<file path="config.mk">
export PLATFORM = sky130hd
export DESIGN_NAME = i2cme_engine
export DESIGN_NICKNAME = d
export VERILOG_FILES = /design/src/design/i2cme_pkg.sv /design/src/design/i2cme_engine.sv
export SDC_FILE = /design/constraint.sdc
export NUM_CORES = 1
export LEC_CHECK = 0
export BUFFER_PORTS_ARGS = -buffer_cell sky130_fd_sc_hd__buf_2
export CORE_UTILIZATION = 59
export DETAILED_ROUTE_END_ITERATION = 12
export PLACE_DENSITY_LB_ADDON = 0.25
export SLEW_MARGIN = 20
export SYNTH_ARGS = -nofsm -noshare
export SYNTH_HDL_FRONTEND = slang
export SYNTH_SLANG_ARGS = --single-unit
</file>
<file path="constraint.sdc">
create_clock -name clk -period 4.2 [get_ports clk]
set_input_delay 0.63 -clock clk [delete_from_list [all_inputs] [get_ports clk]]
set_output_delay 0.63 -clock clk [all_outputs]
set_load 0.005 [all_outputs]
</file>
<file path="src/design/i2cme_pkg.sv">
// constants for the two-wire master byte engine
// assumes a single 50 MHz system clock
package i2cme_pkg;
	// ************************************************************
	// timing and widths
	// ************************************************************
	localparam int CLK_MHZ = 50;
	localparam int RELOAD_W = 7;
	localparam logic [6:0] RELOAD_RST = 7'h18;
	localparam logic [3:0] BITS_PER_BYTE = 4'h8;
	localparam logic [3:0] TX_CLOCKS = 4'h9;
	localparam logic [7:0] BYTE_RST = 8'h00;

	typedef enum logic [3:0] {
		ST_IDLE,
		ST_TX_LOW,
		ST_TX_HIGH,
		ST_RX_LOW,
		ST_RX_HIGH,
		ST_RS_SDAUP,
		ST_RS_SCLUP,
		ST_RS_HOLD,
		ST_RS_SDALOW
	} i2cme_state_t;
endpackage

</file>
<file path="src/design/i2cme_engine.sv">
// byte engine of a two-wire bus master: shifting, acknowledge check,
// reception and repeated-start collision watch.
// assumes open-drain pads with pull-ups outside; cpu port on clk.
//
// Our own choices: the strobed register port.
`timescale 1ns/1ps
module i2cme_engine
	import i2cme_pkg::*;
(
	// system
	input wire logic clk,
	input wire logic rst_b,
	// cpu side
	input wire logic bufWr,
	input wire logic [7:0] bufWrData,
	input wire logic bufRd,
	output logic [7:0] bufRdData,
	input wire logic receiveEnableSet,
	input wire logic repStartReq,
	input wire logic [6:0] rateReloadValue,
	input wire logic writeCollisionClr,
	input wire logic overflowClr,
	input wire logic eventFlagClr,
	input wire logic busCollisionClr,
	output logic bufferFullFlag,
	output logic ackStatusFlag,
	output logic portEventFlag,
	output logic writeCollisionFlag,
	output logic receiveOverflowFlag,
	output logic receiveEnableBit,
	output logic busCollisionFlag,
	output logic busy,
	// bus pins
	input wire logic sclIn,
	output logic sclOut,
	output logic sclOe,
	input wire logic sdaIn,
	output logic sdaOut,
	output logic sdaOe
);
	// ************************************************************
	// pin synchronisers
	// ************************************************************
	logic sclMeta_q, sclSync_q, sdaMeta_q, sdaSync_q, sclPrev_q;
	always_ff @(posedge clk or negedge rst_b)
	begin
		if (!rst_b)
		begin
			sclMeta_q <= 1'b1;
			sclSync_q <= 1'b1;
			sdaMeta_q <= 1'b1;
			sdaSync_q <= 1'b1;
			sclPrev_q <= 1'b1;
		end
		else
		begin
			sclMeta_q <= sclIn;
			sclSync_q <= sclMeta_q;
			sdaMeta_q <= sdaIn;
			sdaSync_q <= sdaMeta_q;
			sclPrev_q <= sclSync_q;
		end
	end
	logic sclFall;
	assign sclFall = !sclSync_q && sclPrev_q;

	// ************************************************************
	// state and rate counter
	// ************************************************************
	i2cme_state_t state_q, state_d;
	logic [RELOAD_W-1:0] rateCount_q;
	logic rateLoad, rollover, counting;
	logic [3:0] bitCount_q;
	logic [7:0] shiftReg_q;
	logic collide;
	logic cpuWrite;
	logic sclHigh_q;

	assign counting = state_q != ST_IDLE;
	assign rollover = counting && rateCount_q == '0;
	// a write only lands while nothing is shifting
	assign cpuWrite = bufWr && state_q == ST_IDLE;

	// rate counter held at the reload value in idle; reloaded on every state change except ST_RS_SDAUP to ST_RS_SCLUP,
	// ST_RS_SDALOW to idle and the collisions in ST_RS_SCLUP or on a clock fall in ST_RS_HOLD
	always_ff @(posedge clk or negedge rst_b)
	begin
		if (!rst_b)
			rateCount_q <= RELOAD_RST;
		else if (!counting || rateLoad)
			rateCount_q <= rateReloadValue;
		else if (rateCount_q != '0)
			rateCount_q <= rateCount_q - 7'h01;
	end

	// ************************************************************
	// sequencer
	// ************************************************************
	always_comb
	begin
		state_d = state_q;
		rateLoad = 1'b0;
		collide = 1'b0;
		unique case (state_q)
			ST_IDLE:
			begin
				if (cpuWrite)
					state_d = ST_TX_LOW;
				else if (receiveEnableSet)
					state_d = ST_RX_LOW;
				else if (repStartReq)
					state_d = ST_RS_SDAUP;
			end
			ST_TX_LOW:
				if (rollover)
				begin
					state_d = ST_TX_HIGH;
					rateLoad = 1'b1;
				end
			ST_TX_HIGH:
				if (rollover)
				begin
					rateLoad = 1'b1;
					state_d = bitCount_q == TX_CLOCKS - 4'h1 ?
						ST_IDLE : ST_TX_LOW;
				end
			ST_RX_LOW:
				if (rollover)
				begin
					state_d = ST_RX_HIGH;
					rateLoad = 1'b1;
				end
			ST_RX_HIGH:
				if (rollover)
				begin
					rateLoad = 1'b1;
					state_d = bitCount_q == BITS_PER_BYTE - 4'h1 ?
						ST_IDLE : ST_RX_LOW;
				end
			ST_RS_SDAUP:
				if (rollover)
					state_d = ST_RS_SCLUP;
			ST_RS_SCLUP:
				if (sclSync_q)
				begin
					if (!sdaSync_q)
						collide = 1'b1;
					else
					begin
						rateLoad = 1'b1;
						state_d = ST_RS_HOLD;
					end
				end
			ST_RS_HOLD:
				if (sclFall)
					collide = 1'b1;
				else if (rollover)
				begin
					rateLoad = 1'b1;
					if (sclSync_q && sdaSync_q)
						state_d = ST_RS_SDALOW;
					else if (sclSync_q)
						state_d = ST_RS_SDALOW;
					else
						collide = 1'b1;
				end
			ST_RS_SDALOW:
				if (rollover)
					state_d = ST_IDLE;
			default:
				state_d = ST_IDLE;
		endcase
		if (collide)
			state_d = ST_IDLE;
	end

	always_ff @(posedge clk or negedge rst_b)
	begin
		if (!rst_b)
			state_q <= ST_IDLE;
		else
			state_q <= state_d;
	end

	// bit counter counts completed clocks of the current byte
	always_ff @(posedge clk or negedge rst_b)
	begin
		if (!rst_b)
			bitCount_q <= 4'h0;
		else if (state_q == ST_IDLE)
			bitCount_q <= 4'h0;
		else if (rollover && (state_q == ST_TX_HIGH ||
			state_q == ST_RX_HIGH))
			bitCount_q <= bitCount_q + 4'h1;
	end

	// ************************************************************
	// shift register and buffer
	// ************************************************************
	logic txDone, rxDone, ninthFall, eighthTxFall;
	assign txDone = state_q == ST_TX_HIGH && rollover &&
		bitCount_q == TX_CLOCKS - 4'h1;
	assign ninthFall = txDone;
	assign eighthTxFall = state_q == ST_TX_HIGH && rollover &&
		bitCount_q == BITS_PER_BYTE - 4'h1;
	assign rxDone = state_q == ST_RX_HIGH && rollover &&
		bitCount_q == BITS_PER_BYTE - 4'h1;

	// tx: msb first, address byte is seven bits then direction
	always_ff @(posedge clk or negedge rst_b)
	begin
		if (!rst_b)
			shiftReg_q <= BYTE_RST;
		else if (cpuWrite)
			shiftReg_q <= bufWrData;
		else if (state_q == ST_TX_HIGH && rollover)
			shiftReg_q <= {shiftReg_q[6:0], 1'b1};
		else if (state_q == ST_RX_HIGH && rollover)
			shiftReg_q <= {shiftReg_q[6:0], sdaSync_q};
	end

	always_ff @(posedge clk or negedge rst_b)
	begin
		if (!rst_b)
			bufRdData <= BYTE_RST;
		else if (cpuWrite)
			bufRdData <= bufWrData;
		else if (rxDone)
			bufRdData <= {shiftReg_q[6:0], sdaSync_q};
	end

	// ************************************************************
	// flags
	// ************************************************************
	always_ff @(posedge clk or negedge rst_b)
	begin
		if (!rst_b)
			bufferFullFlag <= 1'b0;
		else if (cpuWrite || rxDone)
			bufferFullFlag <= 1'b1;
		else if (eighthTxFall || bufRd)
			bufferFullFlag <= 1'b0;
	end

	always_ff @(posedge clk or negedge rst_b)
	begin
		if (!rst_b)
			ackStatusFlag <= 1'b0;
		else if (ninthFall)
			ackStatusFlag <= sdaSync_q;
	end

	// set wins over a clear arriving in the same cycle
	always_ff @(posedge clk or negedge rst_b)
	begin
		if (!rst_b)
			portEventFlag <= 1'b0;
		else if (txDone || rxDone)
			portEventFlag <= 1'b1;
		else if (eventFlagClr)
			portEventFlag <= 1'b0;
	end

	always_ff @(posedge clk or negedge rst_b)
	begin
		if (!rst_b)
			writeCollisionFlag <= 1'b0;
		else if (bufWr && state_q != ST_IDLE)
			writeCollisionFlag <= 1'b1;
		else if (writeCollisionClr)
			writeCollisionFlag <= 1'b0;
	end

	always_ff @(posedge clk or negedge rst_b)
	begin
		if (!rst_b)
			receiveOverflowFlag <= 1'b0;
		else if (rxDone && bufferFullFlag && !bufRd)
			receiveOverflowFlag <= 1'b1;
		else if (overflowClr)
			receiveOverflowFlag <= 1'b0;
	end

	always_ff @(posedge clk or negedge rst_b)
	begin
		if (!rst_b)
			receiveEnableBit <= 1'b0;
		else if (state_q == ST_IDLE && !cpuWrite && receiveEnableSet)
			receiveEnableBit <= 1'b1;
		else if (rxDone)
			receiveEnableBit <= 1'b0;
	end

	always_ff @(posedge clk or negedge rst_b)
	begin
		if (!rst_b)
			busCollisionFlag <= 1'b0;
		else if (collide)
			busCollisionFlag <= 1'b1;
		else if (busCollisionClr)
			busCollisionFlag <= 1'b0;
	end

	always_ff @(posedge clk or negedge rst_b)
	begin
		if (!rst_b)
			busy <= 1'b0;
		else
			busy <= state_d != ST_IDLE;
	end

	// ************************************************************
	// pin drive (open drain: oe high pulls the line low)
	// ************************************************************
	logic sclLow_d, sdaLow_d;
	logic sdaHold_q;
	always_comb
	begin
		sclLow_d = 1'b1;
		sdaLow_d = sdaHold_q;
		unique case (state_d)
			ST_IDLE:
			begin
				// clock held low after a byte; lines free after collision
				// a byte that just ended keeps the clock low until next cmd
				sclLow_d = !collide &&
					(state_q != ST_IDLE || !sclHigh_q);
				sdaLow_d = collide ? 1'b0 : sdaHold_q;
			end
			ST_TX_LOW:
			begin
				sclLow_d = 1'b1;
				sdaLow_d = bitCount_q == BITS_PER_BYTE ? 1'b0
					: !shiftReg_q[7];
				if (state_q == ST_IDLE)
					sdaLow_d = !bufWrData[7];
			end
			ST_TX_HIGH:
				sclLow_d = 1'b0;
			ST_RX_LOW:
			begin
				sclLow_d = 1'b1;
				sdaLow_d = 1'b0;
			end
			ST_RX_HIGH:
			begin
				sclLow_d = 1'b0;
				sdaLow_d = 1'b0;
			end
			ST_RS_SDAUP:
				sdaLow_d = 1'b0;
			ST_RS_SCLUP, ST_RS_HOLD:
			begin
				sclLow_d = 1'b0;
				sdaLow_d = 1'b0;
			end
			ST_RS_SDALOW:
			begin
				sclLow_d = 1'b0;
				sdaLow_d = 1'b1;
			end
		endcase
		// repeated start ends with clock driven low
		if (state_q == ST_RS_SDALOW && state_d == ST_IDLE)
		begin
			sclLow_d = 1'b1;
			sdaLow_d = 1'b1;
		end
	end

	always_ff @(posedge clk or negedge rst_b)
	begin
		if (!rst_b)
		begin
			sclOe <= 1'b0;
			sdaOe <= 1'b0;
			sdaHold_q <= 1'b0;
			sclHigh_q <= 1'b1;
		end
		else
		begin
			sclOe <= sclLow_d;
			sdaOe <= sdaLow_d;
			sdaHold_q <= sdaLow_d;
			sclHigh_q <= !sclLow_d;
		end
	end

	always_ff @(posedge clk or negedge rst_b)
	begin
		if (!rst_b)
		begin
			sclOut <= 1'b0;
			sdaOut <= 1'b0;
		end
		else
		begin
			sclOut <= 1'b0;
			sdaOut <= 1'b0;
		end
	end

endmodule

</file>
### After elaboration in Yosys (flattened, before gate mapping)

Cells that the tools add are included.

* reductions and logical operators: 53
* multiply operators: 0
* order comparisons: 0
* muxes and demuxes: 59
* divide/modulo/power cells: 0
* equality and inequality tests: 19
* bitwise logic cells: 0
* shift operators: 0
* $add $sub $neg: 2

Operators by type and width (count)
* two-way mux 4 bit: 18
* two-way mux 8 bit: 5
* == test 4 x 3 -> 1 bit (second input constant): 9
* case mux 4 bit (9 select lines): 1
* two-way mux 1 bit: 28
* nonzero test 2 bit: 9
* logical AND 1 bit: 17
* == test 4 x 2 -> 1 bit (second input constant): 4
* two-way mux 7 bit: 2
* == test 4 bit (second input constant): 3
* OR reduction 5 bit: 2
* logical NOT 1 bit: 9
* == test 4 x 1 -> 1 bit (second input constant): 2
* logical NOT 4 bit: 2
* nonzero test 4 bit: 2
* logical NOT 7 bit: 1
* nonzero test 7 bit: 1
* subtractor 7 x 1 -> 7 bit (second input constant): 1
* logical OR 1 bit: 6
* nonzero test 5 bit: 1
* adder 4 x 1 -> 4 bit (second input constant): 1
* case mux 1 bit (2 select lines): 2
* case mux 1 bit (4 select lines): 1
* OR reduction 4 bit: 1
* other kinds (5): 5

* memory bits (read-only): 0
* output and inout port bits: 20
* input bits: 27
* RAM bits: 0
* memories kept: 0
* register bits: 47
* word-level logic and storage cells: 154
* latch bits: 0

### Logic depth before layout (Yosys ltp)

* depth in word-level cells: 11
* depth in mapped cells: 9
* mapped depth without buffers: 8

### Worst setup path before layout

Ideal clock, no wire load.

* path kind: reg2reg
* from: register rateCount_q[0]
* to: register sdaHold_q
* cell stages (with the launch flop): 9
* setup slack: 1.836 ns
* buffers on the path: 0
* data arrival time: 2.225 ns
* period minus slack after synthesis: 2.364 ns
* cell sequence: dfrtp_1 inv_1 ha_1 or4b_4 or4_1 a21o_1 and3_4 a21oi_4 o221ai_1

* cells in the longest elaborated chain, start to end: 10
* elaborated cells between the ends (all ways): 30
* classes of those cells: 8 x eq/ne; 15 x mux; 7 x reduce/logical

Ends and longest elaborated chain
* start: declaration: RTL line i2cme_engine.sv:71 `logic [RELOAD_W-1:0] rateCount_q;`
* start signal: assignment: RTL line i2cme_engine.sv:91 `rateCount_q <= rateReloadValue;`
* start signal: assignment: RTL line i2cme_engine.sv:93 `rateCount_q <= rateCount_q - 7'h01;`
* logical NOT 7 bit (*): RTL line i2cme_engine.sv:80 `assign rollover = counting && rateCount_q == '0;`
* logical AND 1 bit (*): RTL line i2cme_engine.sv:80
* two-way mux 4 bit or two-way mux 1 bit (tied branches): RTL line i2cme_engine.sv:157 `else if (rollover)`
* two-way mux 4 bit or two-way mux 1 bit (tied branches): RTL line i2cme_engine.sv:155 `if (sclFall)`
* case mux 4 bit (9 select lines) or case mux 1 bit (2 select lines) (tied branches): RTL line i2cme_engine.sv:104 `unique case (state_q)`
* two-way mux 4 bit: RTL line i2cme_engine.sv:173 `if (collide)`
* == test 4 x 3 -> 1 bit (tied with other cells): RTL line i2cme_engine.sv:321 `unique case (state_d)`
* OR reduction 5 bit (no line) or logical AND 1 bit (tied branches)
* case mux 1 bit (4 select lines) (tied with other cells): RTL line i2cme_engine.sv:321
* two-way mux 1 bit or AND reduction 2 bit (tied branches)
* end signal: assignment: RTL line i2cme_engine.sv:384 `sdaHold_q <= sdaLow_d;`
* end: declaration: RTL line i2cme_engine.sv:316 `logic sdaHold_q;`

Mark *: on every way between the ends. The rest lies on a longest branch, timed or not.
A chain may end at the register's enable or synchronous reset.

### Final worst setup path

Same ends and word-level chain as after synthesis.

==> impl_metrics.py <==
metrics = {
    "synthesis": {
        "async_flop_share_pct": 100,
        "synth_cells": 257,
        "synth_edf_count": 0,
        "synthFlopType": "dfrtp_1",
        "avgSynthCellArea_sq_um": 9.56,
        "ys.warnings.count": 0,
        "ys_types": 55,
        "synth_seq_cells": 47,
        "ys_seq_area_share_pct": 48.3,
        "syn_area_sq_um": 2460,
    },
    "final_layout": {
        "areaGrowthSynthToFinish_pct": 16.1,
        "diodes": 0,
        "utilization_pct": 71.3,
        "stdcell_area_sq_um": 2850,
        "fin_nets": 329,
        "layout-drive-gt1-share_pct": 24.7,
    },
    "power_and_ir_drop": {
        "ir_drop_mv": 0.324,
        "pwr_density_cell_nw_per_um2": 665,
        "p_leak_nw": 1.24,
        "power_mw": 1.90,
    },
    "setup_path": {
        "cp_data_required_time_ns": 4.37,
        "crit_type": "reg2reg",
        "worst_r2r_endpoint": "sdaHold_q",
        "cp-end-kind": "flop",
        "arrival_ns": 2.91,
        "cp_slowest_cell": "nor2_1",
        "critPathMaxStageDelay_ns": 0.53,
        "rrSetupSlack_ns": 1.47,
        "path_cells": "inv_1 -> ha_1 -> or4b_4 -> nor2_1 -> nand3_1 -> a311o_1 -> a21oi_4 -> o221ai_1",
        "crit_fanout": 11,
        "r2r_start": "rateCount_q[0]",
        "r2r_cells": 8,
        "start_kind": "flop",
    },
    "floorplan": {
        "rows": 23,
        "die_h_um": 66.5,
        "num_io_pins": 47,
        "core_area_sq_um": 4000,
        "die_area_sq_um": 4420,
        "initial_utilization_pct": 61.4,
        "die_w_um": 66.5,
    },
    "hold_path": {
        "min_path_type": "in2async",
    },
    "sta": {
        "finalSetupTns_ns": 0,
        "fmax_ghz": 0.366,
        "hold_violations": 0,
        "worstMarginPinSlew_ns": 0.769,
        "fin_ws_ns": 1.47,
        "rsz0062_at_grt": "no",
        "slew_headroom_pct": 48.4,
        "setup_violations": 0,
        "drv_slew": 0,
        "fin_crit_ns": 2.73,
        "final.setup_skew_ns": 0.00468,
        "period_share_pct": 65.1,
    },
    "clock_network": {
        "clk_pin_slew_ns": 0.09,
        "cts_resized": 0,
        "cts_root_buf": "clkbuf_8",
        "cts_num_sinks": 47,
        "cts_setup_buffers": 0,
        "hold_buffers": 0,
        "clkLatencyLatePin_ns": 0.30,
        "numCtsBuffers": 5,
        "cts_tree": "yes",
        "cts_max_level": 2,
        "clockBufferDepth": 2,
    },
    "drt": {
        "viasPerCell": 5.97,
        "routedWlPerCell_um": 15.3,
        "drt_first_iter_violations": 243,
        "drtAntennaViolNets": 0,
        "totalWireLength_mm": 5.34,
        "vias": 2084,
        "drc_errors": 0,
        "drt_first_pass_iters": 4,
    },
    "global_routing": {
        "track_usage_pct": 26.5,
        "grt_pass1_wl_mm": 8.72,
        "grt_max_degree": 48,
        "grt_pass1_vias": 1926,
        "antenna_found_initial": 0,
        "overflow": 0,
    },
    "placement": {
        "place_area_sq_um": 2710,
        "port_buffers": 44,
        "post-place-ws_ns": 1.47,
        "place_hpwl_mm": 3.77,
        "gp_congestion": 0.877,
    },
    "flow_run": {
        "drv_cap": 0,
    },
    "outcome": {
        "status": "finished clean",
    },
}
[synth_stat cells (all sizes together), types with 2 or more instances]
| library cell | number | share of area, % |
|---|---|---|
| clkbuf | 10 | 1.5 |
| a21oi | 19 | 4.5 |
| a22o | 2 | 0.71 |
| o31ai | 7 | 2.1 |
| inv | 11 | 1.7 |
| dfstp | 8 | 8.6 |
| mux2i | 8 | 3.3 |
| xor2 | 3 | 1.1 |
| or2 | 3 | 0.76 |
| o21ai | 7 | 1.4 |
| nor3 | 7 | 1.4 |
| xnor2 | 4 | 1.4 |
| nand2 | 34 | 5.2 |
| o221ai | 2 | 0.71 |
| or3 | 4 | 1.0 |
| buf | 4 | 1.0 |
| a211oi | 3 | 0.92 |
| dfrtp | 39 | 40 |
| a32o | 2 | 0.82 |
| nand3 | 6 | 1.2 |
| nor4 | 3 | 0.76 |
| a31oi | 11 | 2.8 |
| a21o | 3 | 0.92 |
| nand2b | 7 | 1.8 |
| nand3b | 2 | 0.61 |
| nor2 | 19 | 2.9 |
| ha | 4 | 2.0 |
| or4b | 3 | 1.4 |
[cell type report]
cell class | count | area [sq um]
Clock buffer | 5 | 68.8
Clock inverter | 3 | 67.6
Fill cell | 307 | 1150
Inverter | 11 | 41.3
Multi-Input combinational cell | 186 | 1180
Sequential cell | 47 | 1190
Tap cell | 50 | 62.6
Timing Repair Buffer | 47 | 245
[sequential cells by signal, summed over array words and instances, names as in the netlist, 4 cells and up]
signal and cells:
shiftReg_q 8, bitCount_q 4, state_q 4, rateCount_q 7
bufRdData 8
[critical path: cells and delay by family, from the launching register on]
family	cells	cell delay, ns
AOI/OAI and AO/OA	3	0.74
and+or+nand+nor	3	1.18
DFF	1	0.39
adders and majority gates	1	0.19
buffers and inverters	1	0.11
[report_power, final]
part	switching [mW]	internal, mW	leakage [nW]	total, mW
clock network	0.158	0.237	0.0644	0.396
logic	0.369	0.338	0.633	0.707
registers	0.174	0.621	0.544	0.795
[metal layers]
layer  up-vias  track usage [%]  share of wire (%)
li1        997                -                  -
met4         0             8.78                1.5
met3        10             4.11                4.6
met1      1022             34.0                 44
met5         -                0                  0
met2        55             45.5                 49
[placed cells by master, fill, tap and decap left out, types with 3 or more instances in the layout]
cell type,count
or3_1,4
o21ai_0,6
nand2_1,34
nand2b_1,7
a21o_1,3
buf_4,4
o31ai_1,7
nor3_1,6
buf_2,43
dfrtp_1,39
xnor2_1,4
mux2i_1,8
inv_1,11
ha_1,4
a31oi_1,11
xor2_1,3
nand3_1,6
a211oi_1,3
a21oi_1,17
dfstp_2,8
nor2_1,19
clkbuf_8,5
[per-stage QoR]
step,instances,hold slack [ns]
finish,349,0.302
detailed placement,341,0.350
floorplan,258,0.334
CTS,349,0.363
global placement,341,0.346
global route,349,0.365
[worst max-delay path by stage]
stage,from,endpoint,slack [ns],cells after the start
after floorplan,rateCount_q[0],sdaHold_q,1.84,8
after global placement,rateCount_q[0],rateCount_q[0],1.47,6
after detailed placement,rateCount_q[0],sdaHold_q,1.47,8
after CTS,rateCount_q[0],sdaHold_q,1.47,8
after global routing,rateCount_q[0],sdaHold_q,1.27,8
final,rateCount_q[0],sdaHold_q,1.47,8
[cell families (layout without fill, tap and decap cells)]
| logic type | count (synthesis) | in the layout | synth area share, % |
|---|---|---|---|
| and+or+nand+nor | 97 | 97 | 20.4 |
| AOI/OAI and AO/OA | 67 | 67 | 18.6 |
| DFF | 47 | 47 | 48.3 |
| buffers and inverters | 25 | 66 | 4.23 |
| muxes | 9 | 9 | 3.72 |
| xor gates and xnor gates | 7 | 7 | 2.50 |
| adders and majority gates | 4 | 4 | 2.04 |
| other | 1 | 2 | 0.153 |
No activity file was read; power rests on OpenSTA's default activity.
